<file path="src/shared/rtcca_map.vh">
// register offsets, field positions and reset values of the capture and alarm block
`ifndef RTCCA_MAP_VH
`define RTCCA_MAP_VH
// internal byte offsets, kept as indices; byte address is four times the index
`define RTCCA_IDX_TIMER_CAPTURE_BYTE0   4'h0
`define RTCCA_IDX_TIMER_CAPTURE_BYTE1   4'h1
`define RTCCA_IDX_TIMER_CAPTURE_BYTE2   4'h2
`define RTCCA_IDX_TIMER_CAPTURE_BYTE3   4'h3
`define RTCCA_IDX_CONTROL    4'h4
`define RTCCA_IDX_OSCCTL     4'h5
`define RTCCA_IDX_PINCFG     4'h7
`define RTCCA_IDX_ALARM_VALUE_BYTE0     4'h8
`define RTCCA_IDX_ALARM_VALUE_BYTE1     4'h9
`define RTCCA_IDX_ALARM_VALUE_BYTE2     4'ha
`define RTCCA_IDX_ALARM_VALUE_BYTE3     4'hb
`define RTCCA_IDX_INTSTAT    4'hc
`define RTCCA_IDX_INTMASK    4'hd
// control register fields
`define RTCCA_CTL_SNAP       0
`define RTCCA_CTL_LOAD       1
`define RTCCA_CTL_ALMEN      2
// oscillator control field
`define RTCCA_OSC_MODE       6
// interrupt status fields
`define RTCCA_INT_ALARM      0
`define RTCCA_INT_LOADDONE   1
`define RTCCA_INT_SNAPDONE   2
`define RTCCA_INT_W          3
// pin configuration codes
`define RTCCA_PIN_SHORT      8'he7
`define RTCCA_PIN_NORMAL     8'h67
`define RTCCA_PIN_RESET      8'h67
`define RTCCA_BYTE_RESET     8'h00
// transfer takes this many clock cycles
`define RTCCA_XFER_CYCLES    2
`endif

</file>
<file path="src/hdl/rtcca_top.v">
// capture, pin configuration and alarm registers of the real-time clock, AHB-Lite slave
//
// Summary of operation
// RQ1: writing 0xe7 to pin config shorts the two crystal pins internally.
// RQ2: writing 0x67 to pin config removes the short, pins separate again.
// RQ3: four capture bytes form a 32-bit value to read or preset the timer.
// RQ4: capture and timer exchange data only on load or snapshot request.
// RQ5: capture bytes sit at internal addresses 0x00 to 0x03, byte 0 lowest.
// RQ6: four alarm bytes hold the 32-bit alarm match value.
// RQ7: alarm bytes sit at internal addresses 0x08 to 0x0b, byte 0 at 0x08.
// RQ8: alarm byte 0 bit 0 is the alarm value's least significant bit.
// RQ9: software should disable the alarm before changing alarm bytes.
// RQ10: writing 1 to load request copies capture into timer; hardware clears it.
// RQ11: writing 1 to snapshot request copies timer into capture; hardware clears it.
// RQ12: oscillator mode select 0 is self-oscillate, 1 is crystal mode.
// RQ13: with alarm enabled, timer equal to alarm value raises an alarm flag.
// RQ14: pin config is write-only; other codes leave the pins unchanged.
//
// Implementation choice: the AHB-Lite register port.
`default_nettype none
`include "rtcca_map.vh"
module rtcca_top (
   input  wire        core_clk,
   input  wire        reset,
   input  wire        hsel,
   input  wire [31:0] haddr,
   input  wire [1:0]  htrans,
   input  wire        hwrite,
   input  wire [2:0]  hsize,
   input  wire [31:0] hwdata,
   input  wire        hready,
   output reg  [31:0] hrdata,
   output wire        hreadyout,
   output wire        hresp,
   input  wire [31:0] timer_value,
   output reg         timer_load,
   output wire [31:0] timer_load_value,
   output reg         crystal_pins_shorted,
   output wire        osc_mode_select,
   output wire        alarm_enable_bit,
   output reg         alarm_event,
   output wire        irq
);
   localparam ST_IDLE = 2'd0;
   localparam ST_LOAD = 2'd1;
   localparam ST_SNAP = 2'd2;

   reg        ph_write;
   reg [3:0]  ph_idx;
   reg        ph_valid;
   reg        load_request;
   reg        snapshot_request;
   reg        alarm_en;
   reg        osc_mode;
   reg [`RTCCA_INT_W-1:0] int_status;
   reg [`RTCCA_INT_W-1:0] int_mask;
   reg [1:0]  state;
   reg [1:0]  xfer_cnt;
   reg        match_d;
   wire [31:0] capture_value;
   wire [31:0] alarm_value;
   wire        wr;
   wire        snap_hw;
   wire        match;
   wire [`RTCCA_INT_W-1:0] int_set;
   wire        xfer_end;

   assign hreadyout = 1'b1;
   assign hresp     = 1'b0;
   assign wr        = ph_valid & ph_write;
   assign osc_mode_select  = osc_mode; // [RQ12]
   assign alarm_enable_bit = alarm_en;
   assign timer_load_value = capture_value; // [RQ10]
   assign xfer_end  = (xfer_cnt == (`RTCCA_XFER_CYCLES - 1));
   assign snap_hw   = (state == ST_SNAP) & xfer_end; // [RQ4] [RQ11]
   // alarm byte 0 bit 0 is bit 0 of the compared value
   assign match     = alarm_en & (timer_value == alarm_value); // [RQ8] [RQ13]

   // address phase capture; word offsets, index is byte address over four
   always @(posedge core_clk or posedge reset) begin
      if (reset) begin
         ph_valid <= 1'b0;
         ph_write <= 1'b0;
         ph_idx   <= 4'h0;
      end else if (hready) begin
         ph_valid <= hsel & htrans[1];
         ph_write <= hwrite;
         ph_idx   <= haddr[5:2];
      end
   end

   genvar g;
   generate
      for (g = 0; g < 4; g = g + 1) begin : g_bytes
         rtcca_byte_reg #(.RESET_VALUE(`RTCCA_BYTE_RESET)) u_capture (
            .core_clk (core_clk),
            .reset    (reset),
            .bus_we   (wr & (ph_idx == `RTCCA_IDX_TIMER_CAPTURE_BYTE0 + g)), // [RQ3] [RQ5]
            .bus_data (hwdata[7:0]),
            .hw_we    (snap_hw),
            .hw_data  (timer_value[8*g+7:8*g]),
            .value    (capture_value[8*g+7:8*g])
         );
         rtcca_byte_reg #(.RESET_VALUE(`RTCCA_BYTE_RESET)) u_alarm (
            .core_clk (core_clk),
            .reset    (reset),
            .bus_we   (wr & (ph_idx == `RTCCA_IDX_ALARM_VALUE_BYTE0 + g)), // [RQ6] [RQ7]
            .bus_data (hwdata[7:0]),
            .hw_we    (1'b0),
            .hw_data  (8'h00),
            .value    (alarm_value[8*g+7:8*g])
         );
      end
   endgenerate

   // control bits, pin configuration and transfer sequencing
   always @(posedge core_clk or posedge reset) begin
      if (reset) begin
         load_request         <= 1'b0;
         snapshot_request     <= 1'b0;
         alarm_en             <= 1'b0;
         osc_mode             <= 1'b0;
         crystal_pins_shorted <= 1'b0;
         state                <= ST_IDLE;
         xfer_cnt             <= 2'd0;
         timer_load           <= 1'b0;
      end else begin
         timer_load <= 1'b0;
         if (wr && ph_idx == `RTCCA_IDX_CONTROL) begin
            alarm_en <= hwdata[`RTCCA_CTL_ALMEN];
            if (hwdata[`RTCCA_CTL_LOAD])
               load_request <= 1'b1; // [RQ10]
            if (hwdata[`RTCCA_CTL_SNAP])
               snapshot_request <= 1'b1; // [RQ11]
         end
         if (wr && ph_idx == `RTCCA_IDX_OSCCTL)
            osc_mode <= hwdata[`RTCCA_OSC_MODE];
         if (wr && ph_idx == `RTCCA_IDX_PINCFG) begin
            if (hwdata[7:0] == `RTCCA_PIN_SHORT)
               crystal_pins_shorted <= 1'b1; // [RQ1]
            else if (hwdata[7:0] == `RTCCA_PIN_NORMAL)
               crystal_pins_shorted <= 1'b0; // [RQ2] [RQ14]
         end
         case (state)
            ST_IDLE: begin
               xfer_cnt <= 2'd0;
               // load wins when both are requested; snapshot follows
               if (load_request)
                  state <= ST_LOAD;
               else if (snapshot_request)
                  state <= ST_SNAP;
            end
            ST_LOAD: begin
               xfer_cnt <= xfer_cnt + 2'd1;
               if (xfer_end) begin
                  timer_load   <= 1'b1; // [RQ4] [RQ10]
                  load_request <= 1'b0;
                  state        <= ST_IDLE;
               end
            end
            ST_SNAP: begin
               xfer_cnt <= xfer_cnt + 2'd1;
               if (xfer_end) begin
                  snapshot_request <= 1'b0; // [RQ11]
                  state            <= ST_IDLE;
               end
            end
            default: state <= ST_IDLE;
         endcase
      end
   end

   // alarm flag on the rising edge of a match, sticky interrupt status
   assign int_set = {snap_hw, (state == ST_LOAD) & xfer_end, match & ~match_d};

   always @(posedge core_clk or posedge reset) begin
      if (reset) begin
         match_d     <= 1'b0;
         alarm_event <= 1'b0;
         int_status  <= {`RTCCA_INT_W{1'b0}};
         int_mask    <= {`RTCCA_INT_W{1'b0}};
      end else begin
         match_d     <= match;
         alarm_event <= match & ~match_d; // [RQ13]
         if (wr && ph_idx == `RTCCA_IDX_INTMASK)
            int_mask <= hwdata[`RTCCA_INT_W-1:0];
         // set wins over a write-one clear in the same cycle
         if (wr && ph_idx == `RTCCA_IDX_INTSTAT)
            int_status <= (int_status & ~hwdata[`RTCCA_INT_W-1:0]) | int_set;
         else
            int_status <= int_status | int_set;
      end
   end

   assign irq = |(int_status & int_mask);

   // read data registered at the address phase; pin config reads zero
   always @(posedge core_clk or posedge reset) begin
      if (reset) begin
         hrdata <= 32'h0000_0000;
      end else if (hready && hsel && htrans[1] && !hwrite) begin
         case (haddr[5:2])
            `RTCCA_IDX_TIMER_CAPTURE_BYTE0: hrdata <= {24'h00_0000, capture_value[7:0]};
            `RTCCA_IDX_TIMER_CAPTURE_BYTE1: hrdata <= {24'h00_0000, capture_value[15:8]};
            `RTCCA_IDX_TIMER_CAPTURE_BYTE2: hrdata <= {24'h00_0000, capture_value[23:16]};
            `RTCCA_IDX_TIMER_CAPTURE_BYTE3: hrdata <= {24'h00_0000, capture_value[31:24]};
            `RTCCA_IDX_CONTROL:  hrdata <= {29'h0000_0000, alarm_en, load_request,
                                            snapshot_request};
            `RTCCA_IDX_OSCCTL:   hrdata <= {25'h000_0000, osc_mode, 6'h00};
            `RTCCA_IDX_ALARM_VALUE_BYTE0:   hrdata <= {24'h00_0000, alarm_value[7:0]};
            `RTCCA_IDX_ALARM_VALUE_BYTE1:   hrdata <= {24'h00_0000, alarm_value[15:8]};
            `RTCCA_IDX_ALARM_VALUE_BYTE2:   hrdata <= {24'h00_0000, alarm_value[23:16]};
            `RTCCA_IDX_ALARM_VALUE_BYTE3:   hrdata <= {24'h00_0000, alarm_value[31:24]};
            `RTCCA_IDX_INTSTAT:  hrdata <= {29'h0000_0000, int_status};
            `RTCCA_IDX_INTMASK:  hrdata <= {29'h0000_0000, int_mask};
            default:             hrdata <= 32'h0000_0000; // [RQ14]
         endcase
      end
   end
endmodule
`default_nettype wire

</file>
<file path="src/hdl/rtcca_byte_reg.v">
// one byte-wide register with bus write and hardware load
`default_nettype none
module rtcca_byte_reg #(
   parameter [7:0] RESET_VALUE = 8'h00
) (
   input  wire       core_clk,
   input  wire       reset,
   input  wire       bus_we,
   input  wire [7:0] bus_data,
   input  wire       hw_we,
   input  wire [7:0] hw_data,
   output reg  [7:0] value
);
   always @(posedge core_clk or posedge reset) begin
      if (reset) begin
         value <= RESET_VALUE;
      end else if (hw_we) begin
         value <= hw_data;
      end else if (bus_we) begin
         value <= bus_data;
      end
   end
endmodule
`default_nettype wire

</file>
<file path="config.mk">
export PLATFORM = sky130hd
export DESIGN_NAME = rtcca_top
export DESIGN_NICKNAME = d
export VERILOG_FILES = /design/src/hdl/rtcca_top.v /design/src/hdl/rtcca_byte_reg.v
export VERILOG_INCLUDE_DIRS = /design/src /design/src/shared
export SDC_FILE = /design/constraint.sdc
export NUM_CORES = 1
export LEC_CHECK = 0
export CAP_MARGIN = 20
export CORE_MARGIN = 1
export CORE_UTILIZATION = 39
export CTS_CLUSTER_DIAMETER = 30
export DETAILED_ROUTE_END_ITERATION = 8
export DONT_BUFFER_PORTS = 1
export SLEW_MARGIN = 20
export SYNTH_ARGS = -nofsm -noshare
export SYNTH_HDL_FRONTEND = slang
export SYNTH_HIERARCHICAL = 1
export SYNTH_SLANG_ARGS = --single-unit
</file>
<file path="constraint.sdc">
create_clock -name core_clk -period 2.1 [get_ports core_clk]
set_input_delay 0.42 -clock core_clk [delete_from_list [all_inputs] [get_ports core_clk]]
set_output_delay 0.42 -clock core_clk [all_outputs]
set_load 0.02 [all_outputs]
</file>
==> results.json, run 1 <==
{
  "status": "complete, no violations",
  "p_per_area_mw_per_mm2": 1031,
  "die_area_sq_mm": 0.01506,
  "drive_gt1_share_pct": 8.230,
  "die_h_microns": 122.7,
  "place_congestion": 0.9383,
  "worstSetupStartpointType": "flip-flop",
  "power.leakage_uw": 0.002572,
  "final-setup-viol-count": 0,
  "synth_flop_cell": "dfrtp_1",
  "period_share_pct": 90.89,
  "clock_latency_ns": 0.35,
  "hold_viol": 0,
  "hold_ws_ns": 0.03956,
  "peakVddDrop_uv": 599.2,
  "final_core_util_pct": 44.47,
  "end_kind": "flip-flop",
  "ioPinCount": 178,
  "clock_sinks": 96,
  "ys_seq_elements": 96,
  "cp.required_ns": 2.32,
  "grt_use_total_pct": 24.69,
  "vias": 4408,
  "final_max_slew_viol_count": 0,
  "cts_setup_buffers": 0,
  "max_cap_violations": 0,
  "finalPower_uw": 6438,
  "io_buffer_count": 0,
  "initial_core_util_pct": 40.48,
  "tightest_slew_ns": 0.5425,
  "clockBufferDepth": 2,
  "dpl.hpwl_mm": 13.39,
  "drtIter0Drc": 422,
  "ant_nets": 0,
  "wl_per_cell_microns": 20.99,
  "cts_root_buf": "clkbuf_16",
  "syn_to_final_growth_pct": 9.861,
  "clkTransAtPathRegs_ns": 0.06,
  "synth_enable_flop_cells": 0,
  "numCtsBuffers": 9,
  "vias_per_cell": 5.350,
  "yosysWarningCount": 6,
  "slew_headroom_pct": 63.74,
  "antenna_found_initial": 0,
  "min_path_type": "input pin to async pin",
  "avgSynthCellArea_sq_um": 9.783,
  "fmax_ghz": 0.5239,
  "synth_cell_types": 53,
  "cts_tree": "done",
  "crit_arrival_ns": 2.13,
  "layout.nets": 750,
  "critical_path_class": "flip-flop to flip-flop",
  "fin_setup_tns_ns": 0,
  "grt_pass1_wl_mm": 26.45,
  "skew_ns": 0.007474,
  "grt_pass1_vias": 4469,
  "die_w_microns": 122.7,
  "ys_seq_area_share_pct": 42.26,
  "grt_overflow": 0,
  "core_area_sq_mm": 0.01404,
  "drt-total-wl_mm": 17.29,
  "cp_max_fo": 3,
  "num_rows": 43,
  "grt_max_degree": 67,
  "drc": 0,
  "syn-instance-count": 581,
  "firstDrtPassIters": 6,
  "rsz0062_at_grt": "no",
  "synth_async_sr_flop_share_pct": 100.0,
  "num_antenna_cells": 0,
  "h-tree-depth": 3,
  "period_minus_slack_ns": 1.909,
  "syn-cell-area_sq_mm": 0.005684
}
==> cells by family after synthesis <==
kind of cell,share of synthesized area [%]
simple gates,12.97
mux,17.54
fa+ha+maj,1.101
buf+inv,9.135
flops,42.26
other cells,0.1321
xor+xnor,4.469
compound gates,12.39
==> cell usage in the layout, fill, tap and decap left out, types with 3 or more instances in the layout <==
cell type / instances
dfrtp_1: 96
nand2_1: 90
conb_1: 86
mux2i_1: 70
o21ai_1: 65
xnor2_1: 27
nor2_1: 21
inv_1: 21
mux2_2: 19
buf_4: 15
o21ai_0: 12
nor3_1: 10
clkbuf_16: 9
nand3_1: 8
nand4_1: 8
a21oi_1: 7
nor2b_1: 6
ha_1: 5
nand2b_1: 4
and3_1: 4
a22o_1: 4
a221oi_1: 4
nor4_1: 3
a22oi_1: 3
a31oi_1: 3
mux4_2: 3
clkbuf_1: 3
==> per-layer routing <==
layer	vias up	track usage, %	part of all wire (%)
met5	-	0	0
met4	0	10.82	3.5
met3	40	6.970	8.5
met2	221	39.47	48
met1	2107	30.96	40
li1	2040	-	-
==> worst max-delay path: stages (launching register included) <==
cell       delay [ns]
dfrtp_1          0.50
mux4_2           0.50
nand2_1          0.08
a21oi_1          0.10
a2111oi_1        0.49
nor2_1           0.10
==> worst paths after layout <==
check,cells after the start,endpoint,slack (ns),start
max reg2reg,5,hrdata[1],0.19,g_bytes[2].u_capture/value[1]
min reg2reg,1,alarm_event,0.43,match_d
max in group asynchronous,2,g_bytes[0].u_alarm/value[1],1.13,reset
min,2,int_mask[0],0.04,reset
max,5,hrdata[1],0.19,g_bytes[2].u_capture/value[1]
min in group core_clk,1,ph_valid,0.16,hready
==> flip-flops by register name (all words and copies together) (netlist names), 2 cells and up <==
name	count
g_bytes.u_alarm/value	32
g_bytes.u_capture/value	32
hrdata	8
ph_idx	4
int_mask	3
int_status	3
state	2
xfer_cnt	2
==> area by class of cell <==
cell class	count	area, sq um
clock buffers	13	250.2
clock inverters	3	65.06
fillers	1349	7797
inverters	21	78.83
multi-input cells	494	3080
flip-flops and latches	96	2402
well taps	180	225.2
repair buffers	17	142.6
==> synth_stat cells (10+ instances only) <==
master,count,share of area (%)
mux2i_1,70,12
o21ai_0,12,1.1
xnor2_1,27,4.2
buf_4,27,3.6
dfrtp_1,96,42
buf_6,17,3.4
o21ai_1,65,5.7
inv_1,21,1.4
mux2_2,19,3.8
nor3_1,10,0.88
nor2_1,21,1.4
nand2_1,90,5.9
==> repair_timing <==
item	CTS	global route
resized for setup	0	1
endpoints found under the hold margin	64	0
setup endpoints to repair	0	1
hold buffers	1	0
==> where the power goes <==
group	internal, uW	total, uW	leakage [uW]	switching [uW]
Sequential	2320	3340	0.00121	1020
Clock	1080	1770	0.000154	692
Combinational	621	1330	0.00121	710
Total	4020	6440	0.00257	2420
==> through the flow <==
step,cells,worst slack (ns),cell area [sq um]
after floorplan,665,0.3656,6000
after global placement,807,0.2069,5918
after detailed placement,807,0.1510,5918
after CTS,824,0.1255,6243
after global routing,824,0.1212,6245
final,824,0.1913,6245
Power figures use the tool's default switching activity.
==> run 2: changes to the inputs <==
--- a/config.mk
+++ b/config.mk
@@ -6,7 +6,7 @@
 export SDC_FILE = /design/constraint.sdc
 export NUM_CORES = 1
 export LEC_CHECK = 0
-export CAP_MARGIN = 20
+export ABC_AREA = 1
 export CORE_MARGIN = 1
 export CORE_UTILIZATION = 39
 export CTS_CLUSTER_DIAMETER = 30
==> run 2 against run 1 <==
Compared with the run above:
- routed wire length grew 21%
- final area grew 6.5%
- area after synthesis grew 7.7%
- maximum frequency grew 12%
- critical path type is now flip-flop to output pin
- critical endpoint is now irq
- largest power group unchanged
- highest routed layer unchanged
==> results.json, run 2 <==
{
  "crit_buf_inv": 1,
  "initial_core_util_pct": 40.11,
  "antenna_found_initial": 0,
  "max_cap_violations": 0,
  "clock_sinks": 96,
  "fmax_ghz": 0.5865,
  "syn-instance-count": 909,
  "die_area_sq_mm": 0.01620,
  "clock_latency_ns": 0.37,
  "p_per_area_mw_per_mm2": 966.4,
  "cp_slowest_stage_delay_ns": 0.50,
  "drtIter0Drc": 504,
  "slew_headroom_pct": 59.48,
  "min_path_type": "input pin to flip-flop",
  "ioPinCount": 178,
  "final-setup-viol-count": 0,
  "num_rows": 45,
  "synth_commonest_cells": "341 x nand2_1, 148 x nand3_1, 109 x inv_1, 96 x dfrtp_1, 69 x nor2_1",
  "yosysWarningCount": 6,
  "grt_pass1_vias": 5589,
  "cts_setup_buffers": 0,
  "tightest_slew_ns": 0.6031,
  "grt_pass1_wl_mm": 32.17,
  "cp_max_fo": 2,
  "grt_overflow": 0,
  "drc": 0,
  "layout_common_cells": "341 x nand2_1, 148 x nand3_1, 109 x inv_1",
  "core_area_sq_mm": 0.01526,
  "drive_gt1_share_pct": 5.765,
  "synth_top_area_share_pct": 39.25,
  "die_h_microns": 127.3,
  "wl_per_cell_microns": 17.89,
  "dpl.hpwl_mm": 15.92,
  "avgSynthCellArea_sq_um": 6.734,
  "ys_seq_area_share_pct": 39.25,
  "critical_path_class": "flip-flop to output pin",
  "yosysMostFrequentCell": "nand2_1",
  "setup_ws_ns": 0.3949,
  "synth_flop_cell": "dfrtp_1",
  "syn_to_final_growth_pct": 8.647,
  "layout.nets": 1060,
  "period_minus_slack_ns": 1.705,
  "dp_slack_ns": 0.4884,
  "postPlaceCellArea_sq_mm": 0.006356,
  "num_antenna_cells": 0,
  "crit_arrival_ns": 1.29,
  "vias_per_cell": 5.008,
  "final_common_cell": "nand2_1",
  "critPathSlowestCell": "o221ai_1",
  "grt_use_total_pct": 26.89,
  "period_share_pct": 81.19,
  "hold_viol": 0,
  "fin_setup_tns_ns": 0,
  "cp.required_ns": 1.68,
  "rsz0062_at_grt": "no",
  "synth_top_cell_by_area": "dfrtp_1",
  "clkTransAtPathRegs_ns": 0.07,
  "firstDrtPassIters": 5,
  "vias": 5834,
  "skew_ns": 0.008062,
  "ant_nets": 0,
  "synth_cell_types": 28,
  "fillers": 1621,
  "place_congestion": 0.9156,
  "power.leakage_uw": 0.003497,
  "status": "complete, no violations",
  "syn-cell-area_sq_mm": 0.006121,
  "end_kind": "output pin",
  "drt-total-wl_mm": 20.85,
  "final_max_slew_viol_count": 0,
  "worstSetupStartpointType": "flip-flop",
  "io_buffer_count": 0,
  "grt_max_degree": 42,
  "clockBufferDepth": 2,
  "synth_area_leaders": "dfrtp_1 39%, nand2_1 21%, nand3_1 12%",
  "hold_ws_ns": 0.1397,
  "synth_async_sr_flop_share_pct": 100.0,
  "cts_root_buf": "clkbuf_16",
  "stdcell_area_sq_mm": 0.006650,
  "die_w_microns": 127.3,
  "ys_seq_elements": 96,
  "synth_enable_flop_cells": 0,
  "reg_top3": "g_bytes.u_alarm/value: 32 flops, g_bytes.u_capture/value: 32 flops, hrdata: 8 flops",
  "peakVddDrop_uv": 418.1,
  "numCtsBuffers": 9,
  "critical_path.cell_chain": "inv_1, o221ai_1",
  "cts_tree": "done",
  "cp_top_family": "compound AO/OA/AOI/OAI gates",
  "h-tree-depth": 3
}
run 2: changes by cell type in the layout (fill, tap and decap cells not counted), sizes merged, moves of 5 or more:
cell | previous run | this run
nor2 | 21 | 82
nand2 | 90 | 343
o22ai | 1 | 9
nor2b | 6 | 0
xnor2 | 27 | 4
o21ai | 77 | 28
buf | 16 | 11
conb | 86 | 62
inv | 21 | 118
nand3 | 8 | 148
mux2 | 20 | 1
mux2i | 70 | 0
run 2: power breakdown:
group / switching (uW) / internal, uW
Sequential: 935 / 2320
Clock: 760 / 864
Combinational: 1010 / 538
Total: 2700 / 3730
run 2: worst paths after layout:
kind | slack (ns) | depth (start not counted) | startpoint | endpoint
max in group asynchronous | 0.85 | 3 | reset | ph_idx[2]
worst max-delay path | 0.39 | 2 | int_mask[0] | irq
worst max register to register | 0.41 | 8 | g_bytes[2].u_alarm/value[2] | alarm_event
worst min-delay path | 0.14 | 1 | hready | ph_idx[1]
min in group asynchronous | 0.65 | 2 | reset | match_d
worst min register to register | 0.49 | 2 | g_bytes[2].u_alarm/value[5] | g_bytes[2].u_alarm/value[5]
run 2: cell type report:
cell class	instances	area [sq um]	area share, %
multi-input cells	712	3152	47.39
repair buffers	12	105.1	1.580
flip-flops and latches	96	2402	36.12
clock inverters	5	31.28	0.4704
clock buffers	11	252.7	3.801
well taps	211	264.0	3.970
inverters	118	442.9	6.660
run 2: logic make-up (layout without fill, tap and decap cells):
group | after synthesis | count (layout) | share of synthesized area (%)
other cells | 2 | 62 | 0.1227
simple gates | 591 | 591 | 41.44
flops | 96 | 96 | 39.25
buf+inv | 161 | 146 | 12.94
mux | 1 | 1 | 0.1840
compound gates | 48 | 48 | 4.334
fa+ha+maj | 5 | 5 | 1.022
xor+xnor | 5 | 5 | 0.7154
run 2: routing by layer:
layer  vias up  wire, microns  track usage (%)
met5         -              0                0
met3        53           1341            5.570
met1      2725           8953            33.72
met2       208           9651            44.13
met4         0            898            13.10
li1       2848              -                -
run 2: what timing repair did:
item                      CTS  global route
hold buffers                1             0
resized for setup           0             0
hold endpoints to repair   65             0
run 2: through the flow:
| step | power (uW) | std cells | utilization, % |
|---|---|---|---|
| after floorplan | 4383 | 969 | - |
| after global placement | 4780 | 1148 | 41.66 |
| after detailed placement | 4823 | 1148 | 41.66 |
| after CTS | 6435 | 1165 | 43.58 |
| after global routing | 6809 | 1165 | 43.58 |
| final | 6427 | 1165 | 43.58 |
==> run 3: changes to the inputs <==
==> constraint.sdc (replaced) <==
create_clock -name core_clk -period 1.7 [get_ports core_clk]
set_input_delay 0.34 -clock core_clk [delete_from_list [all_inputs] [get_ports core_clk]]
set_output_delay 0.34 -clock core_clk [all_outputs]
set_load 0.02 [all_outputs]
==> run 3 against run 2 <==
Compared with the run above:
- global-route usage decreased by 0.37 points
- critical path type is now flip-flop to flip-flop
- final area rose by 1.5%
- core utilization grew 0.66 points
- die area unchanged
==> results.json, run 3 (synthesis results as in run 2) <==
{
  "hold_ws_ns": 0.06316,
  "layout_common_cells": "341 x nand2_1, 148 x nand3_1, 109 x inv_1",
  "clkTransAtPathRegs_ns": 0.07,
  "min_path_type": "input pin to flip-flop",
  "die_area_sq_mm": 0.01620,
  "clockBufferDepth": 2,
  "vias_per_cell": 4.945,
  "worstSetupStartpointType": "flip-flop",
  "end_kind": "flip-flop",
  "reg_top3": "g_bytes.u_alarm/value: 32 flops, g_bytes.u_capture/value: 32 flops, hrdata: 8 flops",
  "die_h_microns": 127.3,
  "clock_sinks": 96,
  "tightest_slew_ns": 0.6935,
  "final_max_slew_viol_count": 0,
  "antenna_found_initial": 1,
  "peakVddDrop_uv": 505.1,
  "drive_gt1_share_pct": 6.452,
  "fmax_ghz": 0.6586,
  "cp_max_fo": 41,
  "wl_per_cell_microns": 17.60,
  "rsz0062_at_grt": "no",
  "initial_core_util_pct": 40.11,
  "p_per_area_mw_per_mm2": 1220,
  "period_share_pct": 89.31,
  "clkPwrFrac_pct": 27.7,
  "clock_latency_ns": 0.36,
  "fin_setup_tns_ns": 0,
  "ioPinCount": 178,
  "die_w_microns": 127.3,
  "firstDrtPassIters": 5,
  "cp.required_ns": 1.94,
  "gr-usage-met1_pct": 32.59,
  "drc": 0,
  "core_area_sq_mm": 0.01526,
  "power_frac_comb_pct": 23.7,
  "syn_to_final_growth_pct": 10.30,
  "num_rows": 45,
  "dpl.hpwl_mm": 15.91,
  "skew_ns": 0.01017,
  "final_common_cell": "nand2_1",
  "final_core_util_pct": 44.25,
  "layout.nets": 1067,
  "cts_root_buf": "clkbuf_16",
  "drtIter0Drc": 472,
  "grt_use_total_pct": 26.52,
  "io_buffer_count": 0,
  "grt_max_degree": 42,
  "cts_tree": "done",
  "drt-total-wl_mm": 20.64,
  "grt.busiest_layer": "met2",
  "power.leakage_uw": 0.003553,
  "slew_headroom_pct": 53.62,
  "grtUsageMet3_pct": 6.365,
  "postPlaceCellArea_sq_mm": 0.006409,
  "status": "complete, no violations",
  "cts_setup_buffers": 0,
  "place_congestion": 0.9373,
  "critical_path_class": "flip-flop to flip-flop",
  "final-setup-viol-count": 0,
  "switchingPower_uw": 3338,
  "pwr-share-seq_pct": 48.6,
  "grt_overflow": 0,
  "switching_share_pct": 40.53,
  "grt_pass1_wl_mm": 31.60,
  "stdcell_area_sq_mm": 0.006751,
  "ant_nets": 0,
  "crit_arrival_ns": 1.76,
  "grtUsageMet2_pct": 43.30,
  "grt_pass1_vias": 5565,
  "hold_viol": 0,
  "h-tree-depth": 3,
  "numCtsBuffers": 9,
  "power.internal_uw": 4897,
  "period_minus_slack_ns": 1.518,
  "vias": 5800,
  "max_cap_violations": 0
}
## run 3: critical path, stage by stage (launching register included)
cell and delay [ns]:
dfrtp_1 0.40, inv_1 0.10, ha_1 0.15, nand2_1 0.07
inv_1 0.10, buf_12 0.25, inv_2 0.13, nand3_1 0.09
nand3_1 0.09
## run 3: metrics by stage
| step | power, uW | cells | setup slack, ns |
|---|---|---|---|
| 5_1_grt | 8697 | 1173 | 0.04197 |
| 3_3_place_gp | 5935 | 1155 | 0.2047 |
| 2_1_floorplan | 5415 | 969 | 0.4135 |
| 6_report | 8235 | 1173 | 0.1816 |
| 4_1_cts | 8250 | 1172 | 0.1733 |
| 3_5_place_dp | 5975 | 1155 | 0.1897 |
## run 3: what timing repair did
action	4_1_cts	5_1_grt
gates resized for setup	0	0
hold endpoints to repair	96	0
hold buffers	1	0
## run 3: power groups by stage
stage | logic (uW) | registers (uW) | clock network (uW)
after floorplan | 1600 | 3820 | 0
after detailed placement | 1920 | 4050 | 0
final | 1950 | 4010 | 2280
after global placement | 1890 | 4050 | 0
after CTS | 1940 | 4010 | 2300
after global routing | 2250 | 4070 | 2380
## run 3: cell type report
| class | instances | area, sq um |
|---|---|---|
| inverter | 118 | 442.9 |
| clock inverter | 6 | 91.34 |
| tap | 211 | 264.0 |
| timing repair buffer | 19 | 157.7 |
| clock buffer | 10 | 239.0 |
| antenna | 1 | 2.502 |
| sequential | 96 | 2402 |
| fill | 1572 | 8507 |
| multi-input combinational | 712 | 3152 |
## run 3: layer usage
metal / share of wire, % / wire length [microns]
met2: 47 / 9621
met5: 0 / 0
met1: 40 / 8289
met3: 8.6 / 1773
met4: 4.6 / 958
## run 3: worst paths after layout
kind                       startpoint                             to  slack, ns  cells after the start
hold / removal                 hready                      ph_idx[1]       0.06                      1
max in group asynchronous       reset                       state[0]       0.53                      3
setup / recovery             state[0]  g_bytes[1].u_capture/value[4]       0.18                      8
min in group asynchronous       reset    g_bytes[2].u_alarm/value[4]       0.75                      2
hold reg to reg               match_d                    alarm_event       0.47                      1
setup reg to reg             state[0]  g_bytes[1].u_capture/value[4]       0.18                      8
